**src/inc/port_mux_regs.svh**
```systemverilog
`ifndef PORT_MUX_REGS_SVH
`define PORT_MUX_REGS_SVH

// byte addresses on the register bus, one aligned 32-bit word each
`define OFS_PORT_A_DATA 8'h00
`define OFS_PORT_A_DIR 8'h04
`define OFS_PORT_A_ALT 8'h08
`define OFS_PORT_B_DATA 8'h10
`define OFS_PORT_B_DIR 8'h14
`define OFS_PORT_B_ALT 8'h18
`define OFS_PORT_B_SEL_LOW 8'h1C
`define OFS_PORT_C_DATA 8'h20
`define OFS_PORT_C_DIR 8'h24
`define OFS_PORT_C_ALT 8'h28
`define OFS_PORT_C_SEL_LOW 8'h2C
`define OFS_PORT_B_SEL_HIGH 8'h30
`define OFS_PORT_C_SEL_HIGH 8'h34
`define OFS_CONFIG 8'h38
`define OFS_PIN_LEVELS 8'h3C

// config register fields
`define CFG_PKG_28_BIT 0
`define CFG_XTAL_BIT 1
`define CFG_EXT_CLK_BIT 2

// reset values; direction bit high means input
`define RST_DATA 8'h00
`define RST_DIR 8'hFF
`define RST_ALT 8'h00
`define RST_SEL 8'h00
`define RST_CFG 1'b0

// pins per port, pins over all three ports
`define PORT_WIDTH 8
`define PIN_COUNT 24

`endif

```
**src/inc/port_mux_pkg.sv**
```systemverilog
package port_mux_pkg;

    // what the selected alternate function does with a pin
    typedef enum logic [2:0] {
        fn_none,
        fn_digital_out,
        fn_digital_in,
        fn_analog,
        fn_led,
        fn_shared
    } pin_function_t;

    typedef logic [7:0] port_byte_t;

endpackage

```
**src/verilog/pin_cell.sv**
```systemverilog
`timescale 1ns/100ps
`default_nettype none

module pin_cell (
    input wire logic clk_i,
    input wire logic rst_i,
    input wire logic ce_i,
    input wire logic pin_i,
    input wire logic gpio_data_i,
    input wire logic gpio_input_i,
    input wire logic alt_enable_i,
    input wire port_mux_pkg::pin_function_t function_i,
    input wire logic alt_data_i,
    input wire logic override_i,
    output logic pin_o,
    output logic pin_oe_o,
    output logic level_o
);

    logic sync_first;
    logic next_out;
    logic next_oe;

    always_comb begin
        next_out = 1'b0;
        next_oe = 1'b0;
        if (override_i) begin
            // crystal owns the pin, port logic is cut off
            next_out = 1'b0;
            next_oe = 1'b0;
        end else if (alt_enable_i) begin
            // peripheral owns direction; reserved and analog leave it undriven
            if (function_i == port_mux_pkg::fn_digital_out) begin
                next_out = alt_data_i;
                next_oe = 1'b1;
            end else begin
                next_out = 1'b0;
                next_oe = 1'b0;
            end
        end else begin
            next_out = gpio_data_i;
            next_oe = ~gpio_input_i;
        end
    end

    always_ff @(posedge clk_i) begin
        if (rst_i) begin
            sync_first <= 1'b0;
            level_o <= 1'b0;
            pin_o <= 1'b0;
            pin_oe_o <= 1'b0;
        end else if (ce_i) begin
            sync_first <= pin_i;
            level_o <= sync_first;
            pin_o <= next_out;
            pin_oe_o <= next_oe;
        end
    end

endmodule

`default_nettype wire

```
**src/verilog/port_alt_function_mux.sv**
```systemverilog
// Implementation choices: the Wishbone register port and the placing of the registers.
`timescale 1ns/100ps
`default_nettype none
`include "port_mux_regs.svh"

// Summary of operation
// - port A alternate enable alone selects each pin's function, fixed except on A0/A6
// - A0/A6 carry timer input or complement output, chosen by timer mode
// - A1 t0 out, A2 driver enable, A3 cts, A4 rx, A5 tx, A7 t1 out
// - port B select-low bit alone picks function; select-high ignored; enable needed
// - B3 select zero gives external clock input, one gives converter channel three
// - B0..B2 at select one give converter inputs zero to two with amplifier
// - converter reference on B5 exists only on 28-pin parts
// - port C select-low bit alone picks function; select-high unused; enable needed
// - C2 at one gives input six, LED drive, or reference on 20-pin only
// - C3 comparator out at zero, LED at one; C4..C7 LED; C0, C1 shared
// - a pin in alternate mode takes direction from its peripheral
// - crystal enable overrides and disables port A pins zero and one
module port_alt_function_mux (
    input wire logic clk_i,
    input wire logic rst_i,
    input wire logic ce_i,
    input wire logic wb_cyc_i,
    input wire logic wb_stb_i,
    input wire logic wb_we_i,
    input wire logic [7:0] wb_adr_i,
    input wire logic [3:0] wb_sel_i,
    input wire logic [31:0] wb_dat_i,
    output logic [31:0] wb_dat_o,
    output logic wb_ack_o,
    input wire logic [7:0] port_a_in_i,
    output logic [7:0] port_a_out_o,
    output logic [7:0] port_a_oe_o,
    input wire logic [7:0] port_b_in_i,
    output logic [7:0] port_b_out_o,
    output logic [7:0] port_b_oe_o,
    input wire logic [7:0] port_c_in_i,
    output logic [7:0] port_c_out_o,
    output logic [7:0] port_c_oe_o,
    input wire logic timer_zero_input_mode_i,
    input wire logic timer_zero_output_i,
    input wire logic timer_zero_compl_i,
    input wire logic timer_one_input_mode_i,
    input wire logic timer_one_output_i,
    input wire logic timer_one_compl_i,
    input wire logic serial_driver_enable_i,
    input wire logic serial_transmit_data_i,
    input wire logic comparator_output_i,
    input wire logic crystal_enable_i,
    output logic timer_zero_input_o,
    output logic timer_one_input_o,
    output logic serial_clear_to_send_o,
    output logic serial_receive_data_o,
    output logic external_clock_input_o,
    output logic [7:0] analog_connect_b_o,
    output logic [7:0] analog_connect_c_o,
    output logic [7:0] led_drive_select_o,
    output logic vref_connect_o
);

    ////////////////////////////////////////////////////////////////////////////
    // register file

    port_mux_pkg::port_byte_t data_reg [0:2];
    port_mux_pkg::port_byte_t dir_reg [0:2];
    port_mux_pkg::port_byte_t alt_reg [0:2];
    port_mux_pkg::port_byte_t sel_low [0:2];
    port_mux_pkg::port_byte_t sel_high [0:2];
    logic pkg_28;
    port_mux_pkg::port_byte_t next_data [0:2];
    port_mux_pkg::port_byte_t next_dir [0:2];
    port_mux_pkg::port_byte_t next_alt [0:2];
    port_mux_pkg::port_byte_t next_sel_low [0:2];
    port_mux_pkg::port_byte_t next_sel_high [0:2];
    logic next_pkg_28;
    logic [31:0] next_rdata;
    logic next_ack;
    logic bus_req;
    logic bus_wr;

    logic [23:0] level;
    logic [23:0] active;
    logic [23:0] xtal_mask;
    port_mux_pkg::pin_function_t func [0:23];
    logic [23:0] alt_data;
    logic [23:0] pin_out;
    logic [23:0] pin_oe;
    logic [23:0] pin_in;
    logic [23:0] gpio_data;
    logic [23:0] gpio_input;
    logic [23:0] alt_all;
    logic ext_clk_routed;

    // single-cycle answer; the ack gap makes back-to-back strobes two cycles each
    assign bus_req = wb_cyc_i & wb_stb_i & ~wb_ack_o;
    assign bus_wr = bus_req & wb_we_i & wb_sel_i[0];

    always_comb begin
        for (int p = 0; p < 3; p++) begin
            next_data[p] = data_reg[p];
            next_dir[p] = dir_reg[p];
            next_alt[p] = alt_reg[p];
            next_sel_low[p] = sel_low[p];
            next_sel_high[p] = sel_high[p];
        end
        next_pkg_28 = pkg_28;
        next_rdata = 32'h0000_0000;
        next_ack = bus_req;
        if (bus_wr) begin
            case (wb_adr_i)
                `OFS_PORT_A_DATA: next_data[0] = wb_dat_i[7:0];
                `OFS_PORT_A_DIR: next_dir[0] = wb_dat_i[7:0];
                `OFS_PORT_A_ALT: next_alt[0] = wb_dat_i[7:0];
                `OFS_PORT_B_DATA: next_data[1] = wb_dat_i[7:0];
                `OFS_PORT_B_DIR: next_dir[1] = wb_dat_i[7:0];
                `OFS_PORT_B_ALT: next_alt[1] = wb_dat_i[7:0];
                `OFS_PORT_B_SEL_LOW: next_sel_low[1] = wb_dat_i[7:0];
                `OFS_PORT_B_SEL_HIGH: next_sel_high[1] = wb_dat_i[7:0];
                `OFS_PORT_C_DATA: next_data[2] = wb_dat_i[7:0];
                `OFS_PORT_C_DIR: next_dir[2] = wb_dat_i[7:0];
                `OFS_PORT_C_ALT: next_alt[2] = wb_dat_i[7:0];
                `OFS_PORT_C_SEL_LOW: next_sel_low[2] = wb_dat_i[7:0];
                `OFS_PORT_C_SEL_HIGH: next_sel_high[2] = wb_dat_i[7:0];
                `OFS_CONFIG: next_pkg_28 = wb_dat_i[`CFG_PKG_28_BIT];
                default: next_pkg_28 = pkg_28;
            endcase
        end
        if (bus_req & ~wb_we_i) begin
            case (wb_adr_i)
                `OFS_PORT_A_DATA: next_rdata[7:0] = data_reg[0];
                `OFS_PORT_A_DIR: next_rdata[7:0] = dir_reg[0];
                `OFS_PORT_A_ALT: next_rdata[7:0] = alt_reg[0];
                `OFS_PORT_B_DATA: next_rdata[7:0] = data_reg[1];
                `OFS_PORT_B_DIR: next_rdata[7:0] = dir_reg[1];
                `OFS_PORT_B_ALT: next_rdata[7:0] = alt_reg[1];
                `OFS_PORT_B_SEL_LOW: next_rdata[7:0] = sel_low[1];
                `OFS_PORT_B_SEL_HIGH: next_rdata[7:0] = sel_high[1];
                `OFS_PORT_C_DATA: next_rdata[7:0] = data_reg[2];
                `OFS_PORT_C_DIR: next_rdata[7:0] = dir_reg[2];
                `OFS_PORT_C_ALT: next_rdata[7:0] = alt_reg[2];
                `OFS_PORT_C_SEL_LOW: next_rdata[7:0] = sel_low[2];
                `OFS_PORT_C_SEL_HIGH: next_rdata[7:0] = sel_high[2];
                `OFS_CONFIG: begin
                    next_rdata[`CFG_PKG_28_BIT] = pkg_28;
                    next_rdata[`CFG_XTAL_BIT] = crystal_enable_i;
                    next_rdata[`CFG_EXT_CLK_BIT] = ext_clk_routed;
                end
                `OFS_PIN_LEVELS: next_rdata[23:0] = level;
                default: next_rdata = 32'h0000_0000;
            endcase
        end
    end

    always_ff @(posedge clk_i) begin
        if (rst_i) begin
            for (int p = 0; p < 3; p++) begin
                data_reg[p] <= `RST_DATA;
                dir_reg[p] <= `RST_DIR;
                alt_reg[p] <= `RST_ALT;
                sel_low[p] <= `RST_SEL;
                sel_high[p] <= `RST_SEL;
            end
            pkg_28 <= `RST_CFG;
            wb_dat_o <= 32'h0000_0000;
            wb_ack_o <= 1'b0;
        end else if (ce_i) begin
            for (int p = 0; p < 3; p++) begin
                data_reg[p] <= next_data[p];
                dir_reg[p] <= next_dir[p];
                alt_reg[p] <= next_alt[p];
                sel_low[p] <= next_sel_low[p];
                sel_high[p] <= next_sel_high[p];
            end
            pkg_28 <= next_pkg_28;
            wb_dat_o <= next_rdata;
            wb_ack_o <= next_ack;
        end
    end

    ////////////////////////////////////////////////////////////////////////////
    // function decode; port A has no select register, select-high never decoded

    always_comb begin
        for (int k = 0; k < `PIN_COUNT; k++) begin
            func[k] = port_mux_pkg::fn_none;
        end
        alt_data = 24'h00_0000;
        // timer pins flip direction with the timer mode alone
        func[0] = timer_zero_input_mode_i ? port_mux_pkg::fn_digital_in
                                          : port_mux_pkg::fn_digital_out;
        alt_data[0] = timer_zero_compl_i;
        func[1] = port_mux_pkg::fn_digital_out;
        alt_data[1] = timer_zero_output_i;
        func[2] = port_mux_pkg::fn_digital_out;
        alt_data[2] = serial_driver_enable_i;
        func[3] = port_mux_pkg::fn_digital_in;
        func[4] = port_mux_pkg::fn_digital_in;
        func[5] = port_mux_pkg::fn_digital_out;
        alt_data[5] = serial_transmit_data_i;
        func[6] = timer_one_input_mode_i ? port_mux_pkg::fn_digital_in
                                         : port_mux_pkg::fn_digital_out;
        alt_data[6] = timer_one_compl_i;
        func[7] = port_mux_pkg::fn_digital_out;
        alt_data[7] = timer_one_output_i;

        for (int i = 0; i < 3; i++) begin
            if (sel_low[1][i]) begin
                func[8 + i] = port_mux_pkg::fn_analog;
            end
        end
        func[11] = sel_low[1][3] ? port_mux_pkg::fn_analog
                                 : port_mux_pkg::fn_digital_in;
        if (sel_low[1][4]) begin
            func[12] = port_mux_pkg::fn_analog;
        end
        if (sel_low[1][5] & pkg_28) begin
            func[13] = port_mux_pkg::fn_analog;
        end
        // B6 and B7 stay fn_none for both select values

        for (int i = 0; i < 3; i++) begin
            if (sel_low[2][i]) begin
                func[16 + i] = port_mux_pkg::fn_shared;
            end
        end
        if (sel_low[2][3]) begin
            func[19] = port_mux_pkg::fn_led;
        end else begin
            func[19] = port_mux_pkg::fn_digital_out;
            alt_data[19] = comparator_output_i;
        end
        for (int i = 4; i < 8; i++) begin
            if (sel_low[2][i]) begin
                func[16 + i] = port_mux_pkg::fn_led;
            end
        end
    end

    // enable is always required; crystal takes A0/A1 away from everything
    assign alt_all = {alt_reg[2], alt_reg[1], alt_reg[0]};
    assign xtal_mask = {22'h00_0000, crystal_enable_i, crystal_enable_i};
    assign active = alt_all & ~xtal_mask;
    assign ext_clk_routed = active[11] & (func[11] == port_mux_pkg::fn_digital_in);

    ////////////////////////////////////////////////////////////////////////////
    // pins

    assign pin_in = {port_c_in_i, port_b_in_i, port_a_in_i};
    assign gpio_data = {data_reg[2], data_reg[1], data_reg[0]};
    assign gpio_input = {dir_reg[2], dir_reg[1], dir_reg[0]};

    for (genvar g = 0; g < `PIN_COUNT; g++) begin : g_pin
        pin_cell u_cell (
            .clk_i(clk_i),
            .rst_i(rst_i),
            .ce_i(ce_i),
            .pin_i(pin_in[g]),
            .gpio_data_i(gpio_data[g]),
            .gpio_input_i(gpio_input[g]),
            .alt_enable_i(alt_all[g]),
            .function_i(func[g]),
            .alt_data_i(alt_data[g]),
            .override_i(xtal_mask[g]),
            .pin_o(pin_out[g]),
            .pin_oe_o(pin_oe[g]),
            .level_o(level[g])
        );
    end

    assign port_a_out_o = pin_out[7:0];
    assign port_b_out_o = pin_out[15:8];
    assign port_c_out_o = pin_out[23:16];
    assign port_a_oe_o = pin_oe[7:0];
    assign port_b_oe_o = pin_oe[15:8];
    assign port_c_oe_o = pin_oe[23:16];

    ////////////////////////////////////////////////////////////////////////////
    // peripheral side; unselected inputs park at their idle level

    logic next_t0_in;
    logic next_t1_in;
    logic next_cts;
    logic next_rx;
    logic next_ext_clk;
    logic [7:0] next_analog_b;
    logic [7:0] next_analog_c;
    logic [7:0] next_led;
    logic next_vref;

    always_comb begin
        next_t0_in = (active[0] & (func[0] == port_mux_pkg::fn_digital_in)) ? level[0]
                                                                            : 1'b0;
        next_t1_in = (active[6] & (func[6] == port_mux_pkg::fn_digital_in)) ? level[6]
                                                                            : 1'b0;
        next_cts = active[3] ? level[3] : 1'b0;
        // receive line idles high so a parked serial port sees no start bit
        next_rx = active[4] ? level[4] : 1'b1;
        next_ext_clk = ext_clk_routed ? level[11] : 1'b0;
        for (int i = 0; i < 8; i++) begin
            next_analog_b[i] = active[8 + i] & (func[8 + i] == port_mux_pkg::fn_analog);
            next_analog_c[i] = active[16 + i] & (func[16 + i] == port_mux_pkg::fn_shared);
            next_led[i] = active[16 + i] & ((func[16 + i] == port_mux_pkg::fn_shared) |
                                            (func[16 + i] == port_mux_pkg::fn_led));
        end
        // reference shows on B5 for 28-pin parts, on C2 for the others
        next_vref = (next_analog_b[5] & pkg_28) | (next_analog_c[2] & ~pkg_28);
    end

    always_ff @(posedge clk_i) begin
        if (rst_i) begin
            timer_zero_input_o <= 1'b0;
            timer_one_input_o <= 1'b0;
            serial_clear_to_send_o <= 1'b0;
            serial_receive_data_o <= 1'b1;
            external_clock_input_o <= 1'b0;
            analog_connect_b_o <= 8'h00;
            analog_connect_c_o <= 8'h00;
            led_drive_select_o <= 8'h00;
            vref_connect_o <= 1'b0;
        end else if (ce_i) begin
            timer_zero_input_o <= next_t0_in;
            timer_one_input_o <= next_t1_in;
            serial_clear_to_send_o <= next_cts;
            serial_receive_data_o <= next_rx;
            external_clock_input_o <= next_ext_clk;
            analog_connect_b_o <= next_analog_b;
            analog_connect_c_o <= next_analog_c;
            led_drive_select_o <= next_led;
            vref_connect_o <= next_vref;
        end
    end

endmodule

`default_nettype wire

```
**config.mk**
```make
export PLATFORM = sky130hd
export DESIGN_NAME = port_alt_function_mux
export DESIGN_NICKNAME = d
export VERILOG_FILES = /design/src/inc/port_mux_pkg.sv /design/src/verilog/pin_cell.sv /design/src/verilog/port_alt_function_mux.sv
export VERILOG_INCLUDE_DIRS = /design/src /design/src/inc
export SDC_FILE = /design/constraint.sdc
export NUM_CORES = 1
export LEC_CHECK = 0
export BUFFER_PORTS_ARGS = -buffer_cell sky130_fd_sc_hd__buf_2
export CORE_MARGIN = 1
export CORE_UTILIZATION = 50
export DETAILED_ROUTE_END_ITERATION = 12
export HOLD_SLACK_MARGIN = 0.1
export PLACE_DENSITY = 0.83
export SLEW_MARGIN = 20
export SYNTH_ARGS = -nofsm -noshare
export SYNTH_HDL_FRONTEND = slang
export SYNTH_SLANG_ARGS = --single-unit
```
**constraint.sdc**
```tcl
create_clock -name clk_i -period 1.6 [get_ports clk_i]
set_input_delay 0.16 -clock clk_i [delete_from_list [all_inputs] [get_ports clk_i]]
set_output_delay 0.16 -clock clk_i [all_outputs]
set_load 0.02 [all_outputs]
```
* Word level (Yosys, flattened, before mapping)
Memory sizes are Yosys's and may differ from the RTL's. Index checks and enable logic that the tools add are counted.
Cells by class: eq/ne operators 56, multiplexer cells 135, bitwise logic cells 86, reductions and logical operators 3
Operators with widths (count):
- $mux W8 | 28
- $mux W24 | 4
- $mux W1 | 83
- $pmux W5 S14 | 1
- $eq A8 B6 Y1 const B | 8
- $eq A3 B3 Y1 const B | 16
- $mux W16 | 3
- $pmux W3 S15 | 1
- $and A1 B1 Y1 | 33
- $eq A8 B5 Y1 const B | 4
- $not A1 Y1 | 27
- $and A24 B24 Y24 | 1
- $eq A3 B1 Y1 const B | 8
- $mux W3 | 8
- $not A2 Y24 | 1
- $or A1 B1 Y1 | 24
- $eq A2 B1 Y1 const B | 8
- $eq A3 B2 Y1 const B | 5
- $mux W2 | 7
- $eq A2 B2 Y1 const B | 4
- $eq A8 B3 Y1 const B | 1
- $eq A8 B4 Y1 const B | 1
- $logic_not A8 Y1 | 1
- $reduce_and A3 Y1 | 1
- other kinds (2) | 2
Word-level totals: register bits after elaboration 158, memory bits (writable) 120, input bits 84, output and inout port bits 111, memories kept 5
Memories:
- alt_reg | words 3, width 8, rd ports 3, clocked after Yosys merged registers in 0, write ports 3, RTL line port_alt_function_mux.sv:66 | port_mux_pkg::port_byte_t alt_reg [0:2];
- data_reg | words 3, width 8, rd ports 3, clocked after Yosys merged registers in 0, write ports 3, RTL line port_alt_function_mux.sv:64 | port_mux_pkg::port_byte_t data_reg [0:2];
- dir_reg | words 3, width 8, rd ports 3, clocked after Yosys merged registers in 0, write ports 3, RTL line port_alt_function_mux.sv:65 | port_mux_pkg::port_byte_t dir_reg [0:2];
- sel_high | words 3, width 8, rd ports 2, clocked after Yosys merged registers in 0, write ports 3, RTL line port_alt_function_mux.sv:68 | port_mux_pkg::port_byte_t sel_high [0:2];
- sel_low | words 3, width 8, rd ports 2, clocked after Yosys merged registers in 0, write ports 3, RTL line port_alt_function_mux.sv:67 | port_mux_pkg::port_byte_t sel_low [0:2];

* Depth between registers and ports, before layout
An unclocked memory read counts as a cell.
word-level depth 7, gate-level depth with buffers 8, depth with buffers taken out 5

* Hierarchy
From an unflattened synthesis, not the netlist that was laid out.
Unflattened totals: cells, all modules 930, area total of the unflattened synthesis 10600.2 µm²
By module, submodules not included:
- port_alt_function_mux | times used 1, cells each 498, area an instance 6486.2 µm²
- pin_cell | times used 24, cells each 18, area an instance 171.4 µm²

* Worst setup path before layout
No wires, ideal clock.
kind reg2reg, start point reg wb_ack_o (netlist name), end point mem data_reg[0][0] in the netlist's numbering (enable), arrival time 1.449 ns, setup slack -0.175 ns, stages on the path, launching flop included 5, path buffers 0, cell sequence dfxtp_1 > and3b_1 > nand4_1 > nor3_1 > a21o_1
RTL lines (RTL line):
- end, declared | port_alt_function_mux.sv:64

==> flow_summary.yaml <==
status:
  status: "complete, but fails checks"
  failed_checks: "setup timing"
critical_path:
  slowest_delay_ps: 310
  rrSetupSlack_ps: -90
  crit_chain: "and3b_2 > nand4_1 > buf_4 > nor2_4 > a21o_1 > buf_12"
  required_ps: 1840
  crit_type: "register to register"
  crit_path_max_fanout: 8
  critPathCaptureType: "register"
  worstSetupStartpointType: "register"
  critPathArrivalTime_ps: 1930
  slowest_stage: "dfxtp_2"
power_and_ir_drop:
  swShare_pct: 24.3
  p_clk_share_pct: 40.7
  power_uw: 14600
  internal-power_uw: 11100
  power.density_nw_per_um2: 1100
  p_seq_share_pct: 48.7
  p_sw_uw: 3560
  vdd_drop_max_v: 0.000758
  combPwrFrac_pct: 10.6
  leakage_uw: 0.00556
synth:
  synth_edf_count: 104
  synth_compound_area_share_pct: 10.5
  synth_seq_cells: 246
  netlist_instances: 906
  synth_top_family_by_area: "simple AND/OR/NAND/NOR gates"
  synth_area_leaders: "edfxtp_1 30%, dfxtp_1 28%, mux2i_1 8.2%, buf_4 4.8%, nor2_1 3.9%"
  synth_xor_area_share_pct: 0
  synth_mux_area_share_pct: 9.79
  ys_types: 58
  ys_warn_count: 0
  synthAdderAreaFrac_pct: 0
  yosys.area.top_type: "edfxtp_1"
  synth_area_um2: 10300
  async_flop_share_pct: 0
  synth_top_area_share_pct: 30.3
  synthSimpleGateAreaFrac_pct: 14.6
  yosysSeqAreaShare_pct: 57.8
  postSynthAreaPerCell_um2: 11.4
  ys_dominant_reg_cell: "dfxtp_1"
clocking:
  htreeDepth: 1
  cts_buffer_depth: 3
  tritoncts: "done"
  clock_latency_ps: 540
  clock-sinks: 246
  cts_buffers: 26
  root_buffer: "clkbuf_16"
  path_clk_slew_ps: 60
layout:
  areaGrowthSynthToFinish_pct: 29.1
  drive_above_1_share_pct: 30.2
  n_fill_cell: 1487
  n_antenna_cell: 0
  final_nets: 1226
  ff_latch_area_um2: 5970
  final_cells: 1431
  fin_util_pct: 65.8
  multi_input_area_um2: 3740
drt:
  routed_wl_mm: 30.4
  vias: 7971
  firstDrtPassIters: 5
  drt_iter0_drc: 660
  vias_per_cell: 5.57
  ant_nets: 0
  drcViolationCount: 0
  wl_per_cell_um: 21.2
place:
  portBuffers: 152
  place_ws_ps: -177
  hpwl_mm: 22.2
  place.gp.congestion: 0.966
  dp.cells: 1337
timing:
  postLayoutSetupSlackWorst_ps: -93.1
  fmax_mhz: 591
  fin_crit_ps: 1690
  maxSlewViolCount: 0
  finalSetupViolations: 80
  totalNegativeSetupSlack_ps: -6030
  finalCritPeriodShare_pct: 106
  finClkSkew_ps: 21.8
  hold_viol_final: 0
  rsz0062_at_grt: "true"
global_route:
  gr-total-overflow: 0
  grt_pass1_vias: 7881
  grt_pass1_wl_mm: 46.0
  grt_util_all_layers_pct: 28.6
  grt_max_degree: 67
  antenna_found_initial: 1
floorplan:
  die_w_um: 146
  die-area_um2: 21200
  start_util_pct: 51.0
  io-pin-count: 195
  rows: 52
  coreArea_um2: 20200
  dieHeight_um: 146
run:
  maxCapViolCount: 0
hold_path:
  hold_class: "input port to register"
[routing by layer]
layer / global-route usage [%] / vias to the layer above / share of wire (%)
li1: - / 3677 / -
met1: 36.6 / 3840 / 41
met2: 47.5 / 362 / 47
met3: 5.55 / 92 / 7.5
met4: 12.4 / 0 / 4.4
met5: 0 / - / 0
[cells in the final DEF, fill, tap and decap left out, drive strengths merged, types with 11 or more instances in the layout]
master | netlist | layout
nand2b | 47 | 47
a21o | 12 | 12
nor2 | 107 | 107
nand2 | 17 | 17
o21ai | 16 | 16
dlygate4sd3 | 0 | 43
nand3b | 29 | 29
edfxtp | 104 | 104
a21oi | 40 | 40
a22oi | 22 | 22
nand3 | 32 | 32
mux2 | 11 | 11
dfxtp | 142 | 142
conb | 1 | 15
clkbuf | 26 | 40
mux2i | 84 | 84
buf | 95 | 272
a22o | 24 | 24
[cells by family after synthesis]
group                  after synthesis
AND/OR/NAND/NOR                    281
buffers and inverters              126
other                                1
multiplexers                        97
AO/OA/AOI/OAI                      155
flip-flops                         246
[path summary, 6_finish.rpt]
check | start | cells after the start | endpoint
worst max-delay path | wb_ack_o$_SDFFE_PP0P_ | 6 | alt_reg[0][21]$_SDFFCE_PN0P_
worst min-delay path | rst_i | 2 | sel_low[2][5]$_SDFFCE_PN0P_
worst max register to register | wb_ack_o$_SDFFE_PP0P_ | 6 | alt_reg[0][21]$_SDFFCE_PN0P_
worst min register to register | g_pin[12].u_cell.pin_o$_SDFFE_PP0P_ | 2 | g_pin[12].u_cell.pin_o$_SDFFE_PP0P_
[what timing repair did]
action | 4_1_cts | 5_1_grt
pin swaps | 10 | 8
hold buffers | 43 | 0
endpoints found under the hold margin | 63 | 0
buffers inserted | 3 | 2
gates resized for setup | 8 | 11
setup endpoints to repair | 81 | 102
gates cloned | 0 | 0
[power groups by stage]
stage / Sequential (uW) / Clock, uW / Combinational [uW]
floorplan: 7180 / 0 / 874
global placement: 7240 / 0 / 1410
detailed placement: 7260 / 0 / 1440
CTS: 7130 / 6020 / 1530
global route: 7150 / 6280 / 1650
finish: 7130 / 5960 / 1560
[cell usage after synthesis (all sizes together) (10+ instances only)]
master / instances
nor2: 107
a22oi: 22
nand3b: 29
nand2b: 47
and2: 10
mux2i: 84
o21ai: 16
buf: 95
mux2: 11
a21oi: 40
a21o: 12
nand2: 17
clkbuf: 26
dfxtp: 142
nand3: 32
edfxtp: 104
a22o: 24
[critical path, delay by kind of cell (launching register included)]
family / cells / cell delay, ps
flops: 1 / 310
compound gates: 1 / 180
simple gates: 3 / 570
buf+inv: 2 / 350
[area by class of cell]
type	instances	share of cell area, %
sequential	246	44.8
multi-input combinational	548	28.1
timing repair buffer	315	17.9
clock buffer	40	6.07
tap	270	2.54
clock inverter	7	0.423
inverter	5	0.141
[metrics by stage]
step	cell area [um2]	hold slack, ps
after floorplan	10400	307
after global routing	13300	115
after global placement	11900	395
after CTS	13200	112
final	13300	115
after detailed placement	11900	407
(Power assumes the default switching activity.)
